File: src/mode_regs.svh
`ifndef MODE_REGS_SVH
`define MODE_REGS_SVH
// Operation
// - Accepted reads and writes are held for the additive latency before going internal.
// - Additive latency code 00 is zero, 01 is CL-1, 10 is CL-2, 11 reserved.
// - First register bit 7 selects write leveling mode when set.
// - With output disable clear, outputs drive during reads and leveling feedback.
// - With output disable set, DQ and strobe outputs stay disabled always.
// - Second register write is all command strobes low with bank 010.
// - Partial refresh code limits banks kept in self refresh; 000 keeps all.
// - Outside self refresh every bank is preserved given regular refresh.
// - Write latency code 000 to 101 gives 5 to 10 cycles; others reserved.
// - Auto temperature refresh bit set adjusts automatically; else range bit governs.
// - Dynamic termination code 00 off, 01 is RZQ/4, 10 is RZQ/2.
// - Dynamic termination applies during write bursts even without nominal termination.
// - Write leveling mode suppresses dynamic termination switching.
// - First register write is all command strobes low with bank 001.

// ------------------------------------------------------------
// Bank codes and field positions
// ------------------------------------------------------------
`define BANK_MODE_ONE         3'h1
`define BANK_MODE_TWO         3'h2
`define ONE_ADDLAT_LO         3
`define ONE_LEVEL_BIT         7
`define ONE_STROBE_TERM_BIT   11
`define ONE_QOFF_BIT          12
`define TWO_PART_REFRESH_LO   0
`define TWO_WR_DELAY_LO       3
`define TWO_AUTO_TEMP_BIT     6
`define TWO_EXT_TEMP_BIT      7
`define TWO_RTT_LO            9
`define WR_DELAY_BASE         5
`define WR_DELAY_MAX_CODE     3'h5
`define ADDLAT_RESET          2'h0
`define WR_DELAY_RESET        3'h0
`define RTT_RESET             2'h0
`define PART_REFRESH_RESET    3'h0
`endif

File: src/mode_pkg.sv
package mode_pkg;
    typedef enum logic [1:0] {
        ADDLAT_ZERO,
        ADDLAT_CL_MINUS_ONE,
        ADDLAT_CL_MINUS_TWO,
        ADDLAT_RESERVED
    } additive_latency_t;

    typedef enum logic [1:0] {
        RTT_WR_OFF,
        RTT_WR_RZQ4,
        RTT_WR_RZQ2,
        RTT_WR_RSVD
    } rtt_wr_t;
endpackage : mode_pkg

File: src/mode_reg_decode.sv
`timescale 1ns/1ps
`include "mode_regs.svh"
module mode_reg_decode
    import mode_pkg::*;
#(
    parameter int ADDR_W = 15,
    parameter int LAT_W  = 4
) (
    input  wire logic              sys_clk,
    input  wire logic              sys_rst,
    input  wire logic              cs_n,
    input  wire logic              ras_n,
    input  wire logic              cas_n,
    input  wire logic              we_n,
    input  wire logic [2:0]        bank,
    input  wire logic [ADDR_W-1:0] addr,
    input  wire logic [LAT_W-1:0]  cas_latency,
    input  wire logic              rd_cmd,
    input  wire logic              wr_cmd,
    input  wire logic              rd_data_active,
    input  wire logic              level_feedback,
    input  wire logic              write_burst,
    input  wire logic              self_refresh,
    output logic                   int_rd_q,
    output logic                   int_wr_q,
    output logic                   dq_oe_q,
    output logic                   dyn_odt_q,
    output logic [1:0]             dyn_odt_code_q,
    output logic                   level_mode_q,
    output logic                   term_strobe_enable_q,
    output logic                   output_off_q,
    output logic [1:0]             additive_latency_q,
    output logic [3:0]             write_cas_delay_q,
    output logic                   write_cas_rsvd_q,
    output logic [7:0]             bank_keep_q,
    output logic                   auto_temp_refresh_q,
    output logic                   extended_temp_refresh_q,
    output logic                   refresh_adjust_q
);
    // Elaboration checks: bit 12 must exist and the latency port must hold CL
    if (ADDR_W < 13) begin : g_bad_addr
        $error("mode_reg_decode: ADDR_W must be at least 13");
    end
    if (LAT_W < 3) begin : g_bad_lat
        $error("mode_reg_decode: LAT_W must hold the CAS latency");
    end

    // ------------------------------------------------------------
    // Pin synchronisers: command pins come from the link side
    // ------------------------------------------------------------
    localparam int PW = ADDR_W + 9;
    logic [PW-1:0] pin_meta_q, pin_sync_q, pin_raw;
    assign pin_raw = {cs_n, ras_n, cas_n, we_n, bank, addr, rd_cmd, wr_cmd};

    always_ff @(posedge sys_clk) begin
        if (sys_rst) begin
            pin_meta_q <= {4'hF, {(PW-4){1'b0}}};
            pin_sync_q <= {4'hF, {(PW-4){1'b0}}};
        end else begin
            pin_meta_q <= pin_raw;
            pin_sync_q <= pin_meta_q;
        end
    end

    logic              s_cs_n, s_ras_n, s_cas_n, s_we_n, s_rd, s_wr;
    logic [2:0]        s_bank;
    logic [ADDR_W-1:0] s_addr;
    assign {s_cs_n, s_ras_n, s_cas_n, s_we_n, s_bank, s_addr, s_rd, s_wr} = pin_sync_q;

    // Mode register set decode: all four strobes low, bank picks the register
    // Strobes are arguments so the continuous assignments see them change
    function automatic logic mrs_hit(input logic [3:0] strobes_n, input logic [2:0] bk,
                                     input logic [2:0] want);
        mrs_hit = (strobes_n == 4'h0) && (bk == want);
    endfunction : mrs_hit

    logic [3:0] s_cmd_n;
    logic       set_one, set_two;
    assign s_cmd_n = {s_cs_n, s_ras_n, s_cas_n, s_we_n};
    assign set_one = mrs_hit(s_cmd_n, s_bank, `BANK_MODE_ONE);
    assign set_two = mrs_hit(s_cmd_n, s_bank, `BANK_MODE_TWO);

    // ------------------------------------------------------------
    // Register fields; each holds until its own set command
    // ------------------------------------------------------------
    logic [1:0] addlat_q, addlat_d, rtt_q, rtt_d;
    logic       lvl_q, lvl_d, strobe_term_q, strobe_term_d, qoff_q, qoff_d;
    logic       auto_temp_q, auto_temp_d, ext_temp_q, ext_temp_d;
    logic [2:0] wr_delay_q, wr_delay_d, part_refresh_q, part_refresh_d;

    always_comb begin
        {addlat_d, lvl_d, strobe_term_d, qoff_d} = {addlat_q, lvl_q, strobe_term_q, qoff_q};
        {wr_delay_d, part_refresh_d} = {wr_delay_q, part_refresh_q};
        {auto_temp_d, ext_temp_d, rtt_d} = {auto_temp_q, ext_temp_q, rtt_q};
        if (set_one) begin
            addlat_d      = s_addr[`ONE_ADDLAT_LO +: 2];
            lvl_d         = s_addr[`ONE_LEVEL_BIT];
            strobe_term_d = s_addr[`ONE_STROBE_TERM_BIT];
            qoff_d        = s_addr[`ONE_QOFF_BIT];
        end
        if (set_two) begin
            part_refresh_d = s_addr[`TWO_PART_REFRESH_LO +: 3];
            wr_delay_d     = s_addr[`TWO_WR_DELAY_LO +: 3];
            auto_temp_d    = s_addr[`TWO_AUTO_TEMP_BIT];
            ext_temp_d     = s_addr[`TWO_EXT_TEMP_BIT];
            rtt_d          = s_addr[`TWO_RTT_LO +: 2];
        end
    end

    always_ff @(posedge sys_clk) begin
        if (sys_rst) begin
            addlat_q       <= `ADDLAT_RESET;
            lvl_q          <= 1'b0;
            strobe_term_q  <= 1'b0;
            qoff_q         <= 1'b0;
            wr_delay_q     <= `WR_DELAY_RESET;
            part_refresh_q <= `PART_REFRESH_RESET;
            auto_temp_q    <= 1'b0;
            ext_temp_q     <= 1'b0;
            rtt_q          <= `RTT_RESET;
        end else begin
            addlat_q       <= addlat_d;
            lvl_q          <= lvl_d;
            strobe_term_q  <= strobe_term_d;
            qoff_q         <= qoff_d;
            wr_delay_q     <= wr_delay_d;
            part_refresh_q <= part_refresh_d;
            auto_temp_q    <= auto_temp_d;
            ext_temp_q     <= ext_temp_d;
            rtt_q          <= rtt_d;
        end
    end

    // ------------------------------------------------------------
    // Additive latency and internal command delay
    // ------------------------------------------------------------
    // Reserved code 11 is treated as zero so commands never vanish
    logic [LAT_W-1:0] addlat_cycles;
    always_comb begin
        unique case (additive_latency_t'(addlat_q))
            ADDLAT_CL_MINUS_ONE: addlat_cycles = cas_latency - LAT_W'(1);
            ADDLAT_CL_MINUS_TWO: addlat_cycles = cas_latency - LAT_W'(2);
            ADDLAT_ZERO:         addlat_cycles = '0;
            ADDLAT_RESERVED:     addlat_cycles = '0;
        endcase
    end

    logic dly_rd, dly_wr;
    latency_delay #(
        .DEPTH (1 << LAT_W)
    ) u_addlat_delay (
        .sys_clk   (sys_clk),
        .sys_rst   (sys_rst),
        .in_rd     (s_rd),
        .in_wr     (s_wr),
        .delay_sel (addlat_cycles),
        .out_rd    (dly_rd),
        .out_wr    (dly_wr)
    );

    // Partial refresh bank mask, one bit per kept bank
    // Codes 101 and 110 both keep the top two banks; the table is unclear for 101
    function automatic logic [7:0] keep_mask(input logic [2:0] code);
        unique case (code)
            3'h0:    keep_mask = 8'hFF;
            3'h1:    keep_mask = 8'h0F;
            3'h2:    keep_mask = 8'h03;
            3'h3:    keep_mask = 8'h01;
            3'h4:    keep_mask = 8'hFC;
            3'h5:    keep_mask = 8'hC0;
            3'h6:    keep_mask = 8'hC0;
            3'h7:    keep_mask = 8'h80;
        endcase
    endfunction : keep_mask

    // ------------------------------------------------------------
    // Output registers
    // ------------------------------------------------------------
    logic       oe_d, odt_d, rsvd_d;
    logic [7:0] keep_d;
    always_comb begin
        oe_d   = !qoff_q && (rd_data_active || (lvl_q && level_feedback));
        odt_d  = !lvl_q && write_burst && (rtt_q != RTT_WR_OFF) && (rtt_q != RTT_WR_RSVD);
        rsvd_d = (wr_delay_q > `WR_DELAY_MAX_CODE);
        keep_d = self_refresh ? keep_mask(part_refresh_q) : 8'hFF;
    end

    always_ff @(posedge sys_clk) begin
        if (sys_rst) begin
            int_rd_q <= 1'b0;
            int_wr_q <= 1'b0;
            dq_oe_q <= 1'b0;
            dyn_odt_q <= 1'b0;
            dyn_odt_code_q <= `RTT_RESET;
            level_mode_q <= 1'b0;
            term_strobe_enable_q <= 1'b0;
            output_off_q <= 1'b0;
            additive_latency_q <= `ADDLAT_RESET;
            write_cas_delay_q <= 4'(`WR_DELAY_BASE);
            write_cas_rsvd_q <= 1'b0;
            bank_keep_q <= 8'hFF;
            auto_temp_refresh_q <= 1'b0;
            extended_temp_refresh_q <= 1'b0;
            refresh_adjust_q <= 1'b0;
        end else begin
            int_rd_q <= dly_rd;
            int_wr_q <= dly_wr;
            dq_oe_q <= oe_d;
            dyn_odt_q <= odt_d;
            dyn_odt_code_q <= rtt_q;
            level_mode_q <= lvl_q;
            term_strobe_enable_q <= strobe_term_q;
            output_off_q <= qoff_q;
            additive_latency_q <= addlat_q;
            write_cas_delay_q <= 4'(`WR_DELAY_BASE) + {1'b0, wr_delay_q};
            write_cas_rsvd_q <= rsvd_d;
            bank_keep_q <= keep_d;
            auto_temp_refresh_q <= auto_temp_q;
            extended_temp_refresh_q <= ext_temp_q;
            refresh_adjust_q <= auto_temp_q | ext_temp_q;
        end
    end
endmodule : mode_reg_decode

File: src/latency_delay.sv
`timescale 1ns/1ps
// ------------------------------------------------------------
// Variable delay line: a pulse leaves after delay_sel cycles
// ------------------------------------------------------------
module latency_delay #(
    parameter int DEPTH = 16
) (
    input  wire logic                     sys_clk,
    input  wire logic                     sys_rst,
    input  wire logic                     in_rd,
    input  wire logic                     in_wr,
    input  wire logic [$clog2(DEPTH)-1:0] delay_sel,
    output logic                          out_rd,
    output logic                          out_wr
);
    // Elaboration check: the shift below needs at least two stages
    if (DEPTH < 2) begin : g_bad_depth
        $error("latency_delay: DEPTH must be at least 2");
    end

    logic [DEPTH-1:0] rd_q, rd_d;
    logic [DEPTH-1:0] wr_q, wr_d;

    // Shift; stage 0 is one cycle late, zero delay bypasses the line
    always_comb begin
        rd_d = {rd_q[DEPTH-2:0], in_rd};
        wr_d = {wr_q[DEPTH-2:0], in_wr};
    end

    always_ff @(posedge sys_clk) begin
        if (sys_rst) begin
            rd_q <= '0;
            wr_q <= '0;
        end else begin
            rd_q <= rd_d;
            wr_q <= wr_d;
        end
    end

    // Pick tap; a mid-run change of delay may drop or repeat an in-flight command
    always_comb begin
        if (delay_sel == '0) begin
            out_rd = in_rd;
            out_wr = in_wr;
        end else begin
            out_rd = rd_q[delay_sel - 1'b1];
            out_wr = wr_q[delay_sel - 1'b1];
        end
    end
endmodule : latency_delay

File: config.mk
export PLATFORM = sky130hd
export DESIGN_NAME = mode_reg_decode
export DESIGN_NICKNAME = d
export VERILOG_FILES = /design/src/mode_pkg.sv /design/src/mode_reg_decode.sv /design/src/latency_delay.sv
export VERILOG_INCLUDE_DIRS = /design/src
export SDC_FILE = /design/constraint.sdc
export NUM_CORES = 1
export LEC_CHECK = 0
export ABC_AREA = 1
export ABC_CLOCK_PERIOD_IN_PS = 2300
export BUFFER_PORTS_ARGS = -buffer_cell sky130_fd_sc_hd__buf_4
export CORE_UTILIZATION = 50
export CTS_BUF_LIST = sky130_fd_sc_hd__clkbuf_8
export DETAILED_ROUTE_END_ITERATION = 6
export MAX_ROUTING_LAYER = met4
export PLACE_DENSITY = 0.72
export SYNTH_ARGS = -nofsm -noshare
export SYNTH_HDL_FRONTEND = slang
export SYNTH_SLANG_ARGS = --single-unit
File: constraint.sdc
create_clock -name sys_clk -period 2.3 [get_ports sys_clk]
set_clock_uncertainty 0.2 [all_clocks]
set_input_delay 0.46 -clock sys_clk [delete_from_list [all_inputs] [get_ports sys_clk]]
set_output_delay 0.46 -clock sys_clk [all_outputs]
set_load 0.005 [all_outputs]
==> metrics.md, run 1 <==
| Metric | Value |
|---|---|
| Area taken by multi-input logic gates | `0.00119 sq mm` |
| Share of post-route cells with drive strength above 1 | `20.2%` |
| Ports placed on the boundary | `61` |
| Post-DP Area | `0.00443 sq mm` |
| Gpl congestion | `0.823` |
| Footprint of the flip-flops and latches | `0.00228 sq mm` |
| First-pass GRT wire length | `11.7 mm` |
| Number of buffer cells added on primary ports | `57` |
| Fin area | `0.00491 sq mm` |
| Reg clk slew, reported paths | `70 ps` |
| Drt first-iter violations | `108` |
| Pre-CTS setup slack | `11.3 ps` |
| Capturing point of the worst reg2reg path | `int_rd_q` |
| Overall overflow remaining after global route | `0` |
| Clock period minus worst slack | `1930 ps` |
| Final hold violation count | `0` |
| Post-Syn Area per Cell | `8.10 sq um` |
| # H-tree levels | `4` |
| Number of diodes added for antenna fixing | `0` |
| Number of buffers inserted during clock tree synthesis | `17` |
| Via-per-instance ratio | `4.46` |
| Run status | `finished, final reports clean` |
| Timing-limited maximum frequency | `518 MHz` |
| Wire length on met3 | `351 um` |
| Total Wirelength | `6.69 mm` |
| Worst setup slack for register-to-register paths | `370 ps` |
| Hold buffer count at CTS | `3` |
| Number of nets with antenna violations after detailed routing | `0` |
| CP max stage delay | `400 ps` |
| Share of the cycle needed by the critical path after routing | `83.9%` |
| Area added between synthesis and finish | `25.0%` |
| Required arrival time at the worst endpoint | `2420 ps` |
| CTS tree | `done` |
| Skew-Pair Late Insertion Delay | `420 ps` |
| R2r worst-path depth | `11` |
| Share of the yosys chip area belonging to registers | `58.1%` |
| Power per unit of standard cell area | `841 mW/mm^2` |
| Total of max-cap violations | `0` |
| Setup ws final | `369 ps` |
| CP max stage cell | `dfxtp_1` |
| Die area | `0.00822 sq mm` |
| Count of standard-cell rows | `31` |
| Final Util | `66.3%` |
| Count of final max-slew check failures | `0` |
| Worst Hold Path EP | `pin_meta_q[14]` |
| Worst IR Drop VDD | `507 uV` |
| Final sum of negative setup slack | `0 ps` |
| Number of nets at the end of the flow | `589` |
| Largest net degree at the start of global routing | `91` |
| Post-route DRC | `0` |
| Worst relative slew slack | `66.7%` |
| Most common library cell in the layout ignoring fill and taps | `dfxtp_1` |
| Wl on met1 | `2.83 mm` |
| CTS sink count | `114` |
| Reg-to-Reg Start | `addlat_q[0]` |
| Post-Synthesis Net Count | `524` |
| Maximum fanout count along the critical path | `15` |
| Initial antenna violation count | `0` |
| Core outline area | `0.00741 sq mm` |
| Via count | `2955` |
| Setup violation total in the final timing report | `0` |
| Die height | `90.6 um` |
| Number of flip-flops and latches in the synthesized netlist | `114` |
| Hold Crit Depth | `3` |
| Launch point of the critical path | `addlat_q[0]` |
| Post-CTS setup buffer count | `0` |
| Unique cell type count in the Yosys netlist | `28` |
| WL met2 | `3.37 mm` |
| Post-cts sizing count | `0` |
| Detailed-route wire length per cell | `10.1 um` |
| Setup repair after global routing missed its margin | `false` |
| Cell family with the largest share of critical-path delay | `simple AND/OR/NAND/NOR gates` |
| Critical path, cell by cell | `inv_2 -> nand3_2 -> nand2_2 -> nor2_4 -> nand2_2 -> nand2_1 -> nand3_1 -> nand3b_1 -> nand3_1 -> nand2_1 -> inv_1` |
| Least-Margin Pin Slew | `499 ps` |
| Post-synthesis cell count | `485` |
| Number of iterations in the first detailed-routing pass | `5` |
| Count of buffer and inverter cells on the critical path | `2` |
| Max layer used | `met4` |
| Leakage power total | `0.00222 uW` |
| Power after layout | `4130 uW` |
| Arrival time at the worst endpoint | `2050 ps` |
| Sum of net half-perimeters after detailed placement | `4.45 mm` |
| Die W | `90.6 um` |
| Type of the worst setup path | `register to register` |
| GRT Total Usage | `18.7%` |
| Fill cells | `619` |
| Hold path startpoint | `addr[12]` |
| Nature of the critical path endpoint | `register` |
| Type of the tightest min-delay check | `input pin to register` |
| Starting Density | `53.0%` |
| Warning count from the yosys run | `0` |
| Kind of start point of the critical path | `register` |
| Commonest cells after routing, fill and taps aside | `114 x dfxtp_1, 92 x inv_1, 84 x nor2_1` |
| Root buf cell | `clkbuf_8` |
| Number of global-route vias before repair | `2801` |
| Number of buffers on the longest clock path | `2` |
| Summed instance area of the synthesized netlist | `0.00393 sq mm` |
==> sequential cells by signal, indices dropped and copies added (netlist names), 2 cells and up <==
name	flops
pin_meta_q	21
u_addlat_delay.wr_q	16
wr_delay_q	3
u_addlat_delay.rd_q	16
dyn_odt_code_q	2
additive_latency_q	2
part_refresh_q	3
bank_keep_q	6
addlat_q	2
rtt_q	2
pin_sync_q	21
write_cas_delay_q	4
==> synthesized netlist by cell type (all sizes together) <==
master	instances	area, sq um
a2111oi	1	8.76
a211oi	1	7.51
a21oi	16	80.1
buf	5	41.3
clkbuf	12	45.0
clkinv	1	3.75
dfxtp	114	2280
ha	5	62.6
inv	97	364
nand2	71	277
nand3	24	135
nand3b	3	22.5
nor2	85	327
nor3	2	10.0
nor4	1	6.26
o211ai	1	7.51
o21ai	35	179
o21bai	1	7.51
o22ai	1	6.26
or2	9	56.3
==> cell families (layout without fill, tap and decap cells) <==
group           Yosys count  in the layout  synth area share [%]
fa+ha+maj                 5              5                  1.59
simple gates            195            195                  21.2
flops                   114            114                  58.1
buf+inv                 115            193                  11.6
compound gates           56             56                  7.55
==> metrics by stage <==
step / instances / hold slack (ps)
3_5_place_dp: 626 / 195
5_1_grt: 662 / 24.5
3_3_place_gp: 626 / 190
6_report: 662 / 29.4
2_1_floorplan: 485 / 185
4_1_cts: 661 / 1.88
==> where the power goes <==
part / switching, uW / internal (uW) / leakage [uW]
Sequential: 9.98 / 2010 / 0.000929
Clock: 823 / 1140 / 0.000210
Combinational: 71.1 / 70.0 / 0.00108
==> area by class of cell <==
type                    instances  area share, %
repair buffers                 63           10.3
well taps                      99           2.52
clock inverters                13           3.54
flip-flops and latches        114           46.5
multi-input cells             256           24.3
inverters                      98           7.49
clock buffers                  19           5.33
==> worst max-delay path by stage <==
| stage | endpoint | slack (ps) | cells after the start |
|---|---|---|---|
| finish | int_rd_q | 370 | 11 |
| global route | int_rd_q | 180 | 11 |
| CTS | int_rd_q | 360 | 11 |
| detailed placement | int_wr_q | 10 | 13 |
| global placement | int_wr_q | 40 | 13 |
| floorplan | int_rd_q | 330 | 12 |
==> per-layer routing <==
| metal | vias up | GRT usage, % |
|---|---|---|
| met5 | - | - |
| met4 | 0 | 10.6 |
| met3 | 14 | 6.65 |
| met2 | 62 | 31.9 |
| met1 | 1291 | 18.5 |
| li1 | 1588 | - |
==> tightest hold or removal path: cells and delay by family <==
kind          cells  cell delay [ps]
buf+inv           2              100
simple gates      1               60
No activity file was read; power rests on OpenSTA's default activity.
==> run 2, diff against run 1 <==
--- a/config.mk
+++ b/config.mk
@@ -7,13 +7,13 @@
 export NUM_CORES = 1
 export LEC_CHECK = 0
 export ABC_AREA = 1
-export ABC_CLOCK_PERIOD_IN_PS = 2300
+export ABC_CLOCK_PERIOD_IN_PS = 1700
 export BUFFER_PORTS_ARGS = -buffer_cell sky130_fd_sc_hd__buf_4
 export CORE_UTILIZATION = 50
 export CTS_BUF_LIST = sky130_fd_sc_hd__clkbuf_8
 export DETAILED_ROUTE_END_ITERATION = 6
 export MAX_ROUTING_LAYER = met4
-export PLACE_DENSITY = 0.72
+export PLACE_DENSITY = 0.74
 export SYNTH_ARGS = -nofsm -noshare
 export SYNTH_HDL_FRONTEND = slang
 export SYNTH_SLANG_ARGS = --single-unit
==> constraint.sdc (replaced) <==
create_clock -name sys_clk -period 1.7 [get_ports sys_clk]
set_clock_uncertainty 0.2 [all_clocks]
set_input_delay 0.34 -clock sys_clk [delete_from_list [all_inputs] [get_ports sys_clk]]
set_output_delay 0.34 -clock sys_clk [all_outputs]
set_load 0.005 [all_outputs]
==> metrics.md, run 2 (synthesis gave the netlist of run 1 again) <==
| Metric | Value |
|---|---|
| Kind of start point of the critical path | `register` |
| Die height | `90.6 um` |
| Starting Density | `53.0%` |
| Setup ws final | `-29.5 ps` |
| Number of buffers inserted during clock tree synthesis | `17` |
| Initial antenna violation count | `0` |
| Root buf cell | `clkbuf_8` |
| Number of nets at the end of the flow | `627` |
| Post-route DRC | `0` |
| Ports placed on the boundary | `61` |
| Number of nets with antenna violations after detailed routing | `0` |
| Switching part of the total | `21.9%` |
| Final sum of negative setup slack | `-29.5 ps` |
| Setup repair after global routing missed its margin | `true` |
| First-pass GRT wire length | `12.2 mm` |
| Number of iterations in the first detailed-routing pass | `5` |
| Overall overflow remaining after global route | `0` |
| Detailed-route wire length per cell | `10.8 um` |
| Least-Margin Pin Slew | `302 ps` |
| Count of final max-slew check failures | `0` |
| Power after layout | `5250 uW` |
| Setup violation total in the final timing report | `1` |
| Nature of the critical path endpoint | `register` |
| Die area | `0.00822 sq mm` |
| Count of standard-cell rows | `31` |
| Die W | `90.6 um` |
| Worst setup slack for register-to-register paths | `-30 ps` |
| Arrival time at the worst endpoint | `1860 ps` |
| CP max stage delay | `370 ps` |
| Number of diodes added for antenna fixing | `0` |
| Share of power burned in registers | `52.1%` |
| Sum of net half-perimeters after detailed placement | `4.61 mm` |
| Core outline area | `0.00741 sq mm` |
| Largest net degree at the start of global routing | `73` |
| Maximum fanout count along the critical path | `6` |
| Post-DP Area | `0.00455 sq mm` |
| Reg clk slew, reported paths | `60 ps` |
| Type of the tightest min-delay check | `input pin to register` |
| Final Util | `72.7%` |
| Fin area | `0.00539 sq mm` |
| Via count | `3149` |
| # H-tree levels | `4` |
| Power dissipated by switching net loads | `1150 uW` |
| Total of max-cap violations | `0` |
| Leading registers by flop count | `pin_meta_q: 21 flops, pin_sync_q: 21 flops` |
| Reg-to-Reg Start | `addlat_q[0]` |
| Type of the worst setup path | `register to register` |
| Required arrival time at the worst endpoint | `1830 ps` |
| Share of the cycle needed by the critical path after routing | `102%` |
| Clock period minus worst slack | `1730 ps` |
| Most common library cell in the layout ignoring fill and taps | `dfxtp_1` |
| Area added between synthesis and finish | `37.1%` |
| Internal power | `4100 uW` |
| Combinational fraction of design power | `4.9%` |
| Gpl congestion | `0.830` |
| Worst relative slew slack | `79.4%` |
| Number of global-route vias before repair | `3054` |
| Critical path, cell by cell | `inv_4 -> nand2_2 -> nand2_1 -> nand2_2 -> nand3_1 -> nand2_2 -> nand2_2 -> nand3_2 -> nand3b_1 -> nand3_1 -> nand2_1 -> inv_1` |
| Total Wirelength | `7.53 mm` |
| Most repeated library cell on the critical path | `nand2_2` |
| Skew-Pair Late Insertion Delay | `420 ps` |
| Worst IR Drop VDD | `750 uV` |
| Via-per-instance ratio | `4.51` |
| Leakage power total | `0.00241 uW` |
| Hold path startpoint | `sys_rst` |
| CTS sink count | `114` |
| Failing checks | `negative setup slack` |
| Launch point of the critical path | `addlat_q[0]` |
| Commonest cells after routing, fill and taps aside | `112 x dfxtp_1, 91 x inv_1, 83 x nor2_1` |
| Power per unit of standard cell area | `975 mW/mm^2` |
| Share of total power in the clock network | `43.0%` |
| GRT Total Usage | `19.7%` |
| Drt first-iter violations | `131` |
| CP max stage cell | `dfxtp_4` |
| Final hold violation count | `0` |
| Number of buffers on the longest clock path | `2` |
| CTS tree | `done` |
| Fin Hold WS | `76.7 ps` |
| Number of buffer cells added on primary ports | `57` |
| Run status | `complete, but fails checks` |
| Timing-limited maximum frequency | `578 MHz` |
| Share of post-route cells with drive strength above 1 | `25.8%` |
==> run 2: worst max-delay path, delay by kind of cell (launching register included) <==
family        cells  cell delay (ps)
flops             1              370
buf+inv           2              110
simple gates     10              960
==> run 2: per-layer routing <==
layer,up-vias,share of wire (%),global-route usage (%)
met4,0,1.6,9.01
met3,15,4.4,6.40
met2,58,53,35.8
met5,-,0,-
met1,1409,41,18.8
li1,1667,-,-
==> run 2: through the flow <==
stage,setup WS (ps),std cells
2_1_floorplan,-49.2,485
3_3_place_gp,-299,638
3_5_place_dp,-357,638
4_1_cts,1.69,695
5_1_grt,-153,699
6_report,-29.5,699
==> run 2: cell type report <==
cell class | count | area (sq um)
tap | 99 | 124
sequential | 114 | 2290
clock buffer | 20 | 275
inverter | 98 | 393
clock inverter | 11 | 90.1
fill | 536 | 2020
multi-input combinational | 256 | 1330
timing repair buffer | 101 | 887
==> run 2: worst paths after layout <==
kind | end | cells past startpoint
worst min register to register | pin_sync_q[4] | 2
worst min-delay path | auto_temp_q | 4
worst max register to register | int_rd_q | 12
worst max-delay path | int_rd_q | 12
==> run 2: repair_timing <==
action	4_1_cts	5_1_grt
pin swaps	0	16
cloned	0	2
hold buffers	25	0
gates resized for setup	7	38
setup endpoints to repair	10	7
buffers inserted	1	2
hold endpoints to repair	24	0
==> run 2: power groups by stage <==
stage | clock network (uW) | logic (uW) | registers [uW]
floorplan | 0 | 109 | 2790
global placement | 0 | 198 | 2800
detailed placement | 0 | 204 | 2800
CTS | 2300 | 251 | 2740
global route | 2430 | 289 | 2740
finish | 2260 | 257 | 2740
